===== src/serial_unit_defines.svh =====
`ifndef SERIAL_UNIT_DEFINES_SVH
`define SERIAL_UNIT_DEFINES_SVH

// register byte offsets
`define SU_CTRL_OFS 8'h00
`define SU_STAT_OFS 8'h04
`define SU_TXDATA_OFS 8'h08
`define SU_RXDATA_OFS 8'h0c
`define SU_RATE_OFS 8'h10

// reset values
`define SU_CTRL_RST 8'h00
`define SU_STAT_RST 7'h21
`define SU_RATE_RST 8'h04

// axi responses
`define SU_RESP_OKAY 2'h0
`define SU_RESP_SLVERR 2'h2

// clocked synchronous frame: last bit index
`define SU_SYNC_LAST 3'h7

// smart card timing in half bit periods from the start bit edge
`define SU_H_DATA_FIRST 5'h03
`define SU_H_DATA_LAST 5'h11
`define SU_H_PARITY_OUT 5'h12
`define SU_H_PARITY_SAMPLE 5'h13
`define SU_H_PARITY_END 5'h14
`define SU_H_ERR_START 5'h15
`define SU_H_ERR_SAMPLE 5'h16
`define SU_H_ERR_END 5'h17
`define SU_H_GUARD_END 5'h18
`define SU_H_RETRY 5'h1c

`endif


===== src/serial_unit_pkg.sv =====
package serial_unit_pkg;

  // engine states, one-hot
  typedef enum logic [3:0] {
    ST_IDLE = 4'b0001,
    ST_SYNC = 4'b0010,
    ST_CARD_TX = 4'b0100,
    ST_CARD_RX = 4'b1000
  } state_e;

  // control register fields, bit 7 down to bit 0
  typedef struct packed {
    logic dmaAuto;
    logic cardMode;
    logic extClk;
    logic txDoneIrqEn;
    logic rxIrqEn;
    logic txIrqEn;
    logic rxEn;
    logic txEn;
  } ctrl_s;

  // status register fields, bit 6 down to bit 0
  typedef struct packed {
    logic ers;
    logic tx_done_flag;
    logic parity_error_flag;
    logic framing_error_flag;
    logic overrun_flag;
    logic rx_buffer_full_flag;
    logic tx_buffer_empty_flag;
  } stat_s;

  // synchronised pin levels
  typedef struct packed {
    logic sck;
    logic rxd;
  } pins_s;

endpackage : serial_unit_pkg


===== src/pin_sync.sv =====
`timescale 1ns/1ns
module pin_sync
  import serial_unit_pkg::*;
(
  input wire logic ref_clk, // clock
  input wire logic rstn, // async reset, active low
  input wire pins_s pinIn, // raw pin levels
  output pins_s pinOut // levels after two flops
);

  localparam int WIDTH = $bits(pins_s);

  logic [WIDTH-1:0] stage1;
  logic [WIDTH-1:0] stage2;

  // two flops per pin, idle level high
  genvar i;
  for (i = 0; i < WIDTH; i++) begin : g_bit
    always_ff @(posedge ref_clk or negedge rstn) begin
      if (!rstn) begin
        stage1[i] <= 1'b1;
        stage2[i] <= 1'b1;
      end else begin
        stage1[i] <= pinIn[i];
        stage2[i] <= stage1[i];
      end
    end
  end

  assign pinOut = stage2;

endmodule : pin_sync


===== src/serial_unit.sv =====
`timescale 1ns/1ns
`include "serial_unit_defines.svh"
module serial_unit
  import serial_unit_pkg::*;
(
  input wire logic ref_clk, // 50 MHz clock
  input wire logic rstn, // async reset, active low
  input wire logic [31:0] awaddr, // write address
  input wire logic awvalid, // write address valid
  output logic awready, // write address ready
  input wire logic [31:0] wdata, // write data
  input wire logic [3:0] wstrb, // write byte strobes
  input wire logic wvalid, // write data valid
  output logic wready, // write data ready
  output logic [1:0] bresp, // write response
  output logic bvalid, // write response valid
  input wire logic bready, // write response ready
  input wire logic [31:0] araddr, // read address
  input wire logic arvalid, // read address valid
  output logic arready, // read address ready
  output logic [31:0] rdata, // read data
  output logic [1:0] rresp, // read response
  output logic rvalid, // read data valid
  input wire logic rready, // read data ready
  input wire logic sckIn, // serial clock pin level
  output logic sckOut, // serial clock drive level
  output logic sckOeN, // serial clock drive enable, low drives
  input wire logic rxdIn, // receive data pin level
  output logic txdOut, // transmit data drive level
  output logic txdOeN, // transmit data drive enable, low drives
  output logic txEmptyIrq, // transmit buffer empty request
  output logic txDoneIrq, // transmit done request
  output logic rxFullIrq, // receive buffer full request
  output logic rxErrorIrq // receive error request
);

  ctrl_s ctrl;
  stat_s stat;
  state_e state;
  pins_s pinRaw;
  pins_s pinS;
  logic [7:0] txBuf;
  logic [7:0] rxBuf;
  logic [7:0] rate;
  logic [7:0] txShift;
  logic [7:0] rxShift;
  logic [7:0] divCnt;
  logic [2:0] bitCnt;
  logic [4:0] halfCnt;
  logic sckGen;
  logic sckPrev;
  logic rxPrev;
  logic reloadPend;
  logic cardErr;
  logic txdLevel;

  ////////////////////////////////////////////////////////////////////////
  // pin synchronisers
  assign pinRaw = '{sck: sckIn, rxd: rxdIn};

  pin_sync u_sync (
    .ref_clk(ref_clk),
    .rstn(rstn),
    .pinIn(pinRaw),
    .pinOut(pinS)
  );

  ////////////////////////////////////////////////////////////////////////
  // register bus decode
  wire wrDo = awready & awvalid & wvalid;
  wire rdDo = arready & arvalid;
  wire [5:0] wrIdx = awaddr[7:2];
  wire [5:0] rdIdx = araddr[7:2];
  wire wrHigh = |awaddr[31:8];
  wire rdHigh = |araddr[31:8];
  wire wrCtrl = wrDo & wstrb[0] & !wrHigh & (wrIdx == `SU_CTRL_OFS >> 2);
  wire wrStat = wrDo & wstrb[0] & !wrHigh & (wrIdx == `SU_STAT_OFS >> 2);
  wire wrTx = wrDo & wstrb[0] & !wrHigh & (wrIdx == `SU_TXDATA_OFS >> 2);
  wire wrRate = wrDo & wstrb[0] & !wrHigh & (wrIdx == `SU_RATE_OFS >> 2);
  wire rdRx = rdDo & !rdHigh & (rdIdx == `SU_RXDATA_OFS >> 2);
  wire wrMapped = !wrHigh & ((wrIdx == `SU_CTRL_OFS >> 2) | (wrIdx == `SU_STAT_OFS >> 2) |
                  (wrIdx == `SU_TXDATA_OFS >> 2) | (wrIdx == `SU_RXDATA_OFS >> 2) |
                  (wrIdx == `SU_RATE_OFS >> 2));
  wire rdMapped = !rdHigh & ((rdIdx == `SU_CTRL_OFS >> 2) | (rdIdx == `SU_STAT_OFS >> 2) |
                  (rdIdx == `SU_TXDATA_OFS >> 2) | (rdIdx == `SU_RXDATA_OFS >> 2) |
                  (rdIdx == `SU_RATE_OFS >> 2));
  wire [31:0] rdMux =
    (rdIdx == `SU_CTRL_OFS >> 2) ? {24'h000000, ctrl} :
    (rdIdx == `SU_STAT_OFS >> 2) ? {25'h0000000, stat} :
    (rdIdx == `SU_TXDATA_OFS >> 2) ? {24'h000000, txBuf} :
    (rdIdx == `SU_RXDATA_OFS >> 2) ? {24'h000000, rxBuf} :
    {24'h000000, rate};

  ////////////////////////////////////////////////////////////////////////
  // clock edges and event decode
  wire inSync = (state == ST_SYNC);
  wire inCard = (state == ST_CARD_TX) | (state == ST_CARD_RX);
  wire tick = (divCnt == rate);
  wire extFall = sckPrev & !pinS.sck;
  wire extRise = !sckPrev & pinS.sck;
  wire sckFall = ctrl.extClk ? extFall : (tick & sckGen);
  wire sckRise = ctrl.extClk ? extRise : (tick & !sckGen);
  wire errAny = stat.overrun_flag | stat.framing_error_flag | stat.parity_error_flag;
  wire txGo = ctrl.txEn & !stat.tx_buffer_empty_flag & !errAny;
  wire rxRun = ctrl.rxEn & !errAny;
  wire idleTx = (state == ST_IDLE) & txGo;
  wire idleCardRx = (state == ST_IDLE) & !txGo & ctrl.cardMode & rxRun & rxPrev & !pinS.rxd;
  wire frameEnd = inSync & sckRise & (bitCnt == `SU_SYNC_LAST);
  wire syncReload = frameEnd & reloadPend;
  wire syncDone = frameEnd & !reloadPend & ctrl.txEn;
  // receive-only runs frames back to back while the receive buffer has room; with the transmitter on, each write paces one frame
  wire syncStay = syncReload | (rxRun & !ctrl.txEn & !stat.rx_buffer_full_flag);
  wire syncAbort = inSync & !ctrl.txEn & !ctrl.rxEn;
  wire loadTx = idleTx | syncReload;
  wire [4:0] halfAhead = halfCnt + 5'h01;
  wire cardTick = inCard & tick;
  wire ctx = (state == ST_CARD_TX) & cardTick;
  wire crx = (state == ST_CARD_RX) & cardTick;
  wire [9:0] cardFrame = {^txShift, txShift, 1'b0};
  wire cardErrSeen = ctx & (halfAhead == `SU_H_ERR_SAMPLE) & !pinS.rxd;
  wire cardDone = ctx & (halfAhead == `SU_H_GUARD_END) & !cardErr;
  wire cardRetry = ctx & (halfAhead == `SU_H_RETRY) & cardErr;
  wire cardParity = crx & (halfAhead == `SU_H_PARITY_SAMPLE);
  wire cardPerr = cardParity & (pinS.rxd ^ (^rxShift));
  wire cardRxEnd = crx & (halfAhead == `SU_H_GUARD_END);
  wire [2:0] cardRxIdx = 3'(halfAhead[4:1] - 4'h1);
  wire syncStore = frameEnd & rxRun & !stat.rx_buffer_full_flag;
  wire syncOver = frameEnd & rxRun & stat.rx_buffer_full_flag;
  wire [7:0] syncByte = {pinS.rxd, rxShift[6:0]}; // last bit lands on the storing edge
  wire cardStore = cardParity & !cardPerr & !stat.rx_buffer_full_flag;
  wire cardOver = cardParity & !cardPerr & stat.rx_buffer_full_flag;

  ////////////////////////////////////////////////////////////////////////
  // status flag set and clear terms, a set wins over a clear
  wire dmaTx = wrTx & ctrl.dmaAuto;
  wire dmaRx = rdRx & ctrl.dmaAuto;
  wire [6:0] swClr = wrStat ? ~wdata[6:0] : 7'h00;
  stat_s hwSet;
  stat_s hwClr;
  assign hwSet = '{ers: cardErrSeen,
                   tx_done_flag: syncDone | cardDone | !ctrl.txEn,
                   parity_error_flag: cardPerr,
                   framing_error_flag: 1'b0,
                   overrun_flag: syncOver | cardOver,
                   rx_buffer_full_flag: syncStore | cardStore,
                   tx_buffer_empty_flag: loadTx | !ctrl.txEn};
  assign hwClr = '{ers: swClr[6],
                   tx_done_flag: swClr[5] | swClr[0] | dmaTx,
                   parity_error_flag: swClr[4],
                   framing_error_flag: swClr[3],
                   overrun_flag: swClr[2],
                   rx_buffer_full_flag: swClr[1] | dmaRx,
                   tx_buffer_empty_flag: swClr[0] | dmaTx};

  // flags and software registers
  always_ff @(posedge ref_clk or negedge rstn) begin
    if (!rstn) begin
      stat <= `SU_STAT_RST;
      ctrl <= `SU_CTRL_RST;
      rate <= `SU_RATE_RST;
      txBuf <= 8'h00;
    end else begin
      stat <= (stat & ~hwClr) | hwSet;
      if (wrCtrl) ctrl <= wdata[7:0];
      if (wrRate) rate <= wdata[7:0];
      if (wrTx) txBuf <= wdata[7:0];
    end
  end

  ////////////////////////////////////////////////////////////////////////
  // axi4-lite write channel: address and data taken together
  always_ff @(posedge ref_clk or negedge rstn) begin
    if (!rstn) begin
      awready <= 1'b0;
      wready <= 1'b0;
      bvalid <= 1'b0;
      bresp <= `SU_RESP_OKAY;
    end else begin
      awready <= awvalid & wvalid & !awready & !bvalid;
      wready <= awvalid & wvalid & !awready & !bvalid;
      if (wrDo) begin
        bvalid <= 1'b1;
        bresp <= wrMapped ? `SU_RESP_OKAY : `SU_RESP_SLVERR;
      end else if (bready) begin
        bvalid <= 1'b0;
      end
    end
  end

  // axi4-lite read channel
  always_ff @(posedge ref_clk or negedge rstn) begin
    if (!rstn) begin
      arready <= 1'b0;
      rvalid <= 1'b0;
      rdata <= 32'h00000000;
      rresp <= `SU_RESP_OKAY;
    end else begin
      arready <= arvalid & !arready & !rvalid;
      if (rdDo) begin
        rvalid <= 1'b1;
        rdata <= rdMapped ? rdMux : 32'h00000000;
        rresp <= rdMapped ? `SU_RESP_OKAY : `SU_RESP_SLVERR;
      end else if (rready) begin
        rvalid <= 1'b0;
      end
    end
  end

  ////////////////////////////////////////////////////////////////////////
  // bit rate divider and generated serial clock
  always_ff @(posedge ref_clk or negedge rstn) begin
    if (!rstn) begin
      divCnt <= 8'h00;
      sckGen <= 1'b1;
      sckPrev <= 1'b1;
      rxPrev <= 1'b1;
    end else begin
      divCnt <= (tick | (state == ST_IDLE)) ? 8'h00 : divCnt + 8'h01;
      if (!inSync | ctrl.extClk) sckGen <= 1'b1;
      else if (tick) sckGen <= !sckGen;
      sckPrev <= pinS.sck;
      rxPrev <= pinS.rxd;
    end
  end

  ////////////////////////////////////////////////////////////////////////
  // transfer engine
  always_ff @(posedge ref_clk or negedge rstn) begin
    if (!rstn) begin
      state <= ST_IDLE;
      txShift <= 8'h00;
      rxShift <= 8'h00;
      rxBuf <= 8'h00;
      bitCnt <= 3'h0;
      halfCnt <= 5'h00;
      reloadPend <= 1'b0;
      cardErr <= 1'b0;
      txdLevel <= 1'b1;
    end else begin
      if (loadTx) txShift <= txBuf;
      if (cardStore) rxBuf <= rxShift;
      if (syncStore) rxBuf <= syncByte;
      unique case (state)
        ST_IDLE: begin
          bitCnt <= 3'h0;
          halfCnt <= 5'h00;
          cardErr <= 1'b0;
          reloadPend <= 1'b0;
          if (idleTx & ctrl.cardMode) begin
            txdLevel <= 1'b0;
            state <= ST_CARD_TX;
          end else if (idleTx) begin
            txdLevel <= txBuf[0];
            state <= ST_SYNC;
          end else if (idleCardRx) begin
            state <= ST_CARD_RX;
          end else if (!ctrl.cardMode & rxRun & !ctrl.txEn) begin
            state <= ST_SYNC;
          end
        end
        ST_SYNC: begin
          if (sckFall & ctrl.txEn) txdLevel <= txShift[bitCnt];
          if (sckFall & (bitCnt == `SU_SYNC_LAST)) reloadPend <= txGo;
          if (sckRise) rxShift[bitCnt] <= pinS.rxd;
          if (sckRise) bitCnt <= bitCnt + 3'h1;
          if (syncAbort | (frameEnd & !syncStay)) state <= ST_IDLE;
        end
        ST_CARD_TX: begin
          if (cardTick) halfCnt <= halfAhead;
          if (ctx & !halfAhead[0] & (halfAhead <= `SU_H_PARITY_OUT)) begin
            txdLevel <= cardFrame[halfAhead[4:1]];
          end
          if (ctx & (halfAhead == `SU_H_PARITY_END)) txdLevel <= 1'b1;
          if (cardErrSeen) cardErr <= 1'b1;
          if (cardDone | !ctrl.txEn) state <= ST_IDLE;
          if (cardRetry) begin
            halfCnt <= 5'h00;
            cardErr <= 1'b0;
            txdLevel <= 1'b0;
          end
        end
        ST_CARD_RX: begin
          if (cardTick) halfCnt <= halfAhead;
          if (crx & halfAhead[0] & (halfAhead >= `SU_H_DATA_FIRST) &
              (halfAhead <= `SU_H_DATA_LAST)) begin
            rxShift[cardRxIdx] <= pinS.rxd;
          end
          if (cardPerr) cardErr <= 1'b1;
          if (crx & (halfAhead == `SU_H_ERR_START) & cardErr) txdLevel <= 1'b0;
          if (crx & (halfAhead == `SU_H_ERR_END)) txdLevel <= 1'b1;
          if (cardRxEnd | !ctrl.rxEn) state <= ST_IDLE;
        end
        default: begin
          state <= ST_IDLE;
        end
      endcase
    end
  end

  ////////////////////////////////////////////////////////////////////////
  // registered pin drives and interrupt request levels
  always_ff @(posedge ref_clk or negedge rstn) begin
    if (!rstn) begin
      sckOut <= 1'b1;
      sckOeN <= 1'b1;
      txdOut <= 1'b1;
      txdOeN <= 1'b1;
      txEmptyIrq <= 1'b0;
      txDoneIrq <= 1'b0;
      rxFullIrq <= 1'b0;
      rxErrorIrq <= 1'b0;
    end else begin
      sckOut <= sckGen;
      sckOeN <= ctrl.extClk;
      txdOut <= ctrl.cardMode ? 1'b0 : txdLevel;
      txdOeN <= ctrl.cardMode ? txdLevel : !ctrl.txEn;
      txEmptyIrq <= ctrl.txIrqEn & stat.tx_buffer_empty_flag;
      txDoneIrq <= ctrl.txDoneIrqEn & stat.tx_done_flag;
      rxFullIrq <= ctrl.rxIrqEn & stat.rx_buffer_full_flag;
      rxErrorIrq <= ctrl.rxIrqEn & (errAny | stat.ers);
    end
  end

endmodule : serial_unit


===== config.mk =====
export PLATFORM = sky130hd
export DESIGN_NAME = serial_unit
export DESIGN_NICKNAME = d
export VERILOG_FILES = /design/src/serial_unit_pkg.sv /design/src/pin_sync.sv /design/src/serial_unit.sv
export VERILOG_INCLUDE_DIRS = /design/src
export SDC_FILE = /design/constraint.sdc
export NUM_CORES = 1
export LEC_CHECK = 0
export BUFFER_PORTS_ARGS = -buffer_cell sky130_fd_sc_hd__buf_2
export CORE_ASPECT_RATIO = 0.9
export CORE_MARGIN = 3
export CORE_UTILIZATION = 55
export DETAILED_ROUTE_END_ITERATION = 7
export GPL_ROUTABILITY_DRIVEN = 0
export HOLD_SLACK_MARGIN = 0.15
export PLACE_DENSITY = 0.91
export SYNTH_ARGS = -nofsm -noshare
export SYNTH_HDL_FRONTEND = slang
export SYNTH_SLANG_ARGS = --single-unit

===== constraint.sdc =====
create_clock -name ref_clk -period 3.6 [get_ports ref_clk]
set_input_delay 0.18 -clock ref_clk [delete_from_list [all_inputs] [get_ports ref_clk]]
set_output_delay 0.18 -clock ref_clk [all_outputs]
set_load 0.03 [all_outputs]

# Word level (Yosys, flattened, before mapping)

Cells that the tools add are included.

Register bits after elaboration: 133
ROM bits: 0
Word-level logic and storage cells: 314
Bits in writable memories: 0
Bits of input ports: 109
Output and inout bits: 49
Latch bits: 0
Memories kept: 0

$lt $le $gt $ge: 8
Div/mod/pow operators: 0
Add/sub/neg operators: 4
Bitwise gates (word level): 112
Reduce and logical (&&, ||, !) cells: 45
Shifts and indexed selects: 0
Multipliers: 0
Equality and inequality tests: 34
Mux-type cells: 62

Operators with widths:

| operator                                                                | count |
|---|---|
| 8-bit 2-to-1 mux                                                        | 10 |
| 1-bit bitwise AND                                                       | 79 |
| 24-bit OR reduction                                                     | 2 |
| 5-bit == test, second input constant                                    | 7 |
| 4-bit 2-to-1 mux                                                        | 7 |
| 1-bit bitwise OR                                                        | 28 |
| 1-bit 2-to-1 mux                                                        | 26 |
| 6-bit by 2-bit == test with 1-bit output, second input constant         | 4 |
| 1-bit zero test                                                         | 23 |
| 8-bit bitwise mux                                                       | 2 |
| 4-bit one-hot mux with 4 select lines                                   | 1 |
| 8-bit one-hot mux with 2 select lines                                   | 1 |
| 8-bit XOR reduction                                                     | 2 |
| 5-bit one-hot mux with 3 select lines                                   | 1 |
| 2-bit by 1-bit inequality test with 1-bit output, second input constant | 7 |
| 7-bit NOT                                                               | 2 |
| 6-bit by 1-bit == test with 1-bit output, second input constant         | 2 |
| 6-bit by 3-bit == test with 1-bit output, second input constant         | 2 |
| 6-bit zero test                                                         | 2 |
| 2-bit nonzero test                                                      | 6 |
| 5-bit less-or-equal comparator, second input constant                   | 2 |
| 5-bit 2-to-1 mux                                                        | 2 |
| 8-bit by 1-bit adder with 8-bit output, second input constant           | 1 |
| 8-bit == test                                                           | 1 |
| 38 further kinds                                                        | 45 |

# Depth between registers and ports, before layout

Word-level depth: 14
Mapped depth: 10
Depth with buffers taken out: 9

# Hierarchy

Synthesis repeated with hierarchy kept, for this count alone.

Cells, all modules: 560
Area, all modules: 6089.6 um2

By module, submodules not included:

| module      | area an instance (um2) | seq. area each (um2) | times used | cells an instance |
|---|---|---|---|---|
| serial_unit | 5984.5                 | 2592.5               | 1          | 556 |
| pin_sync    | 105.1                  | 105.1                | 1          | 4 |

# Worst setup path after synthesis

OpenSTA, ideal clock, no wires.

Path type: register to register
From: reg halfCnt[1]
To: reg rxShift[7]
Stages on the path, launching flop included: 9
Required time: 3473 ps
Clock period less this slack: 2443 ps
Setup slack: 1157 ps
Arrival time: 2316 ps
Buffers on the path: 0
Setup time: 127 ps
Cells stage by stage: dfrtp_1 -> ha_1 -> xnor2_1 -> ha_1 -> nor2_1 -> and4_1 -> o32ai_4 -> nand2_1 -> mux2_1

Longest elaborated chain between the ends: 9
Elaborated cells between the ends (all ways): 16
Those cells by class: 2 x add/sub; 4 x order compare; 1 x eq/ne; 5 x mux; 2 x bitwise; 2 x reduce/logical

Ends and longest elaborated chain:

| what                                                                                                                                                | line               | RTL |
|---|---|---|
| from (decl)                                                                                                                                         | serial_unit.sv:49  | `logic [4:0] halfCnt;` |
| from (signal assigned)                                                                                                                              | serial_unit.sv:269 | `if (cardTick) halfCnt <= halfAhead;` |
| from (signal assigned)                                                                                                                              | serial_unit.sv:283 | `if (cardTick) halfCnt <= halfAhead;` |
| 5-bit by 1-bit adder with 5-bit output (*)                                                                                                          | serial_unit.sv:115 | `wire [4:0] halfAhead = halfCnt + 5'h01;` |
| 3-bit by 1-bit subtractor with 3-bit output                                                                                                         | serial_unit.sv:126 | `wire [2:0] cardRxIdx = 3'(halfAhead[4:1] - 4'h1);` |
| 3-bit by 4-bit < comparator with 1-bit output (not written as such) or 3-bit by 1-bit greater-or-equal comparator with 1-bit output (tied branches) | serial_unit.sv:286 | `rxShift[cardRxIdx] <= pinS.rxd;` |
| 1-bit logical AND (not written as such)                                                                                                             | serial_unit.sv:286 |  |
| 1-bit 2-to-1 mux (not written as such)                                                                                                              | serial_unit.sv:286 |  |
| 1-bit demux with 3-bit select                                                                                                                       | serial_unit.sv:286 |  |
| 8-bit bitwise mux                                                                                                                                   | serial_unit.sv:286 |  |
| 8-bit 2-to-1 mux                                                                                                                                    | serial_unit.sv:284 | `` if (crx & halfAhead[0] & (halfAhead >= `SU_H_DATA_FIRST) & `` |
| 8-bit one-hot mux with 2 select lines                                                                                                               | serial_unit.sv:243 | `unique case (state)` |
| to (signal, indexed assignment)                                                                                                                     | serial_unit.sv:264 | `if (sckRise) rxShift[bitCnt] <= pinS.rxd;` |
| to (signal, indexed assignment)                                                                                                                     | serial_unit.sv:286 |  |
| to (decl)                                                                                                                                           | serial_unit.sv:46  | `logic [7:0] rxShift;` |

Mark *: on every way between the ends. The rest lies on a longest branch, timed or not. The select of a mux whose other input is x is not followed.
A chain may end at the register's enable or synchronous reset.

# Worst setup path in the final report

From: reg halfCnt[0]
To: reg rxShift[7]

Same word-level chain as after synthesis.

==> reports/metrics.yaml <==
setup_path:
  crit_chain: "ha_1 > xnor2_1 > ha_1 > nor2_1 > and4_1 > o32ai_4 > nand2_1 > mux2_1"
  critPathTopFamily: "adder cells"
  worstPathArrival_ns: 3.24
  critical_path_depth: 8
  setup.worst_path.start_class: "flop"
  required_ns: 3.84
  reg2reg_depth: 8
  end_kind: "flop"
  critPathMaxStageDelay_ns: 0.55
  critPathSlowestCell: "xnor2_1"
  crit_top_cell: "ha_1"
  crit_buf_inv: 0
  criticalPathCategory: "reg2reg"
  rrSetupSlack_ns: 0.60
  worstPathMaxFanout: 12
sta:
  setup-violations-final: 0
  slew_violations: 0
  finalSetupTns_ns: 0
  clock_skew_ns: 0.00787
  max_freq_mhz: 333
  max_slew_margin_pct: 25.5
  min_period_ns: 3.00
  worst-slew-pin-transition_ns: 1.11
  hold_viol: 0
  rsz0062_at_grt: "false"
  post-route-period-util_pct: 83.3
pwr:
  ir_worst_vdd_v: 0.000266
  p_leak_nw: 3.29
  power.total_mw: 2.43
  p_per_area_nw_per_um2: 340
logic_synthesis:
  synth_xor_area_share_pct: 5.95
  synth_compound_area_share_pct: 9.77
  synth_fa_ha_area_share_pct: 2.04
  yosys.area_share.simple_pct: 17.8
  ys_top_cells_by_area: "dfrtp_1 37%, dfstp_2 6.9%, mux2_2 6.8%, mux4_2 3.7%, buf_4 3.3%"
  ys_seq_area_share_pct: 44.1
  syn_inst: 555
  synth.ff_latch_count: 107
  synth_top_area_share_pct: 37.2
  synth_warnings: 0
  synth.most_common_cell: "dfrtp_1"
  synth_area_leader_cell: "dfrtp_1"
  synthFlopType: "dfrtp_1"
  muxShareOfSynthArea_pct: 15.2
  synth_top_family_by_area: "simple AND/OR/NAND/NOR gates"
  syn_area_sq_um: 6120
  async_reset_ff_share_pct: 100
  syn_avg_cell_area_sq_um: 11.0
  ys_types: 69
  ys_top_cells_by_count: "91 x dfrtp_1, 43 x nand2_1, 37 x mux2_2"
  synth_edf_count: 0
placed_design:
  dpl-instance-area_sq_um: 6660
  hpwl_mm: 11.3
  port_buffers: 100
finish:
  fillers: 706
  final_area_sq_um: 7120
  syn_to_final_growth_pct: 16.4
  diodes: 0
  drive_gt1_share_pct: 30.9
  nNetsFinal: 784
min_path:
  min_delay_path_depth: 3
  min_path_type: "in2reg"
drt:
  first_pass_iters: 6
  drt-initial-drc-count: 642
  avgRoutedWirePerCell_microns: 19.6
  vias_per_cell: 6.22
  drc: 0
  drt-total-wl_mm: 16.0
  num_vias: 5085
  ant_nets: 0
clock_network:
  ctsHtreeMaxLevel: 3
  cts_buffers: 9
  cts_buffer_depth: 2
  clk_pin_slew_ns: 0.07
  cts.root.buffer_cell: "clkbuf_16"
  postCtsSetupBuffers: 0
  clock_latency_ns: 0.35
  cts_sinks: 107
  cts_tree: "built"
global_route:
  gr-usage-met2_pct: 44.0
  grt_pass1_wl_mm: 26.2
  grt_usage_pct: 26.8
  grt_max_degree: 49
  grt.busiest_layer: "met2"
  grt_pass1_vias: 5202
  gr-total-overflow: 0
  antenna_found_initial: 0
  met1_usage_pct: 34.6
  use_met3_pct: 5.12
die:
  core_sq_um: 10600
  rows: 35
  dieArea_sq_um: 12400
  ios: 158
  die_x_microns: 117
  dieHeight_microns: 106
  start_util_pct: 58.0
flow_run:
  max_cap_violations: 0
status:
  status: "finished, final reports clean"
kinds of logic (layout without fill, tap and decap cells):
family / Yosys count / count (layout)
simple gates: 191 / 191
flops: 107 / 107
compound gates: 84 / 84
mux: 72 / 72
buf+inv: 54 / 144
xor+xnor: 36 / 36
fa+ha+maj: 10 / 10
other cells: 1 / 26
flip-flops by register name, summed over array words and instances, names as in the netlist, 3 cells and up:
name	flops
bitCnt	3
ctrl	8
divCnt	8
halfCnt	5
rate	8
rdata	8
rxBuf	8
rxShift	8
stat	7
state	4
txBuf	8
txShift	8
tightest hold or removal path: stages:
cell     delay, ns
buf_2         0.11
o21ai_0       0.10
a31oi_1       0.09
where the power goes:
group	internal (mW)	switching, mW	leakage [nW]	total, mW
combinational	0.0623	0.115	1.74	0.178
clock	0.579	0.447	0.148	1.03
sequential	1.21	0.00853	1.41	1.22
what timing repair did:
action	4_1_cts	5_1_grt
hold buffers	15	0
gates resized for setup	0	0
endpoints found under the setup margin	0	0
hold endpoints to repair	63	0
final timing paths:
kind,start,endpoint
max in group asynchronous,rstn,u_sync.stage1[1]
worst max register to register,halfCnt[0],rxShift[7]
worst max-delay path,halfCnt[0],rxShift[7]
worst min register to register,u_sync.stage1[0],u_sync.pinOut[0]
worst min-delay path,araddr[4],rresp[1]
min in group asynchronous,rstn,bresp[1]
cell type report:
type | instances | area, sq um | share of cell area, %
clock buffer | 11 | 253 | 3.55
clock inverter | 5 | 58.8 | 0.826
inverter | 10 | 37.5 | 0.527
multi-input combinational | 419 | 3220 | 45.1
sequential | 107 | 2700 | 37.9
tap | 148 | 185 | 2.60
timing repair buffer | 118 | 676 | 9.49
layer usage:
layer	routed length (microns)	vias up	share of wire (%)
li1	-	2205	-
met1	6180	2456	39
met2	7900	348	49
met3	1400	76	8.7
met4	528	0	3.3
met5	0	-	0
through the flow:
step | hold WS [ns] | std cells | utilization, % | setup slack (ns)
final | 0.172 | 818 | 67.5 | 0.600
after global routing | 0.173 | 818 | 67.5 | 0.440
after CTS | 0.160 | 818 | 67.5 | 0.611
after detailed placement | 0.234 | 787 | 63.1 | 0.637
after global placement | 0.222 | 787 | 63.1 | 0.733
after floorplan | -0.116 | 580 | - | 1.16
cells in the final DEF, fill, tap and decap left out, types with 4 or more instances in the layout:
cell / instances
a21oi_1: 8
a31oi_1: 5
and2_1: 10
and3_1: 8
buf_2: 99
buf_4: 4
clkbuf_16: 9
conb_1: 26
dfrtp_1: 91
dfstp_2: 16
dlygate4sd3_1: 15
ha_1: 10
inv_1: 10
mux2_1: 4
mux2_2: 37
mux2_4: 7
mux2i_1: 14
mux4_2: 10
nand2_1: 43
nand3_1: 20
nand3b_1: 6
nand4_1: 11
nand4b_1: 4
nor2_1: 30
nor2b_1: 6
nor3_1: 10
nor4_1: 13
nor4b_1: 4
o211ai_1: 5
o21ai_0: 30
or3_1: 6
xnor2_1: 14
xor2_1: 18
Power figures use the tool's default switching activity.
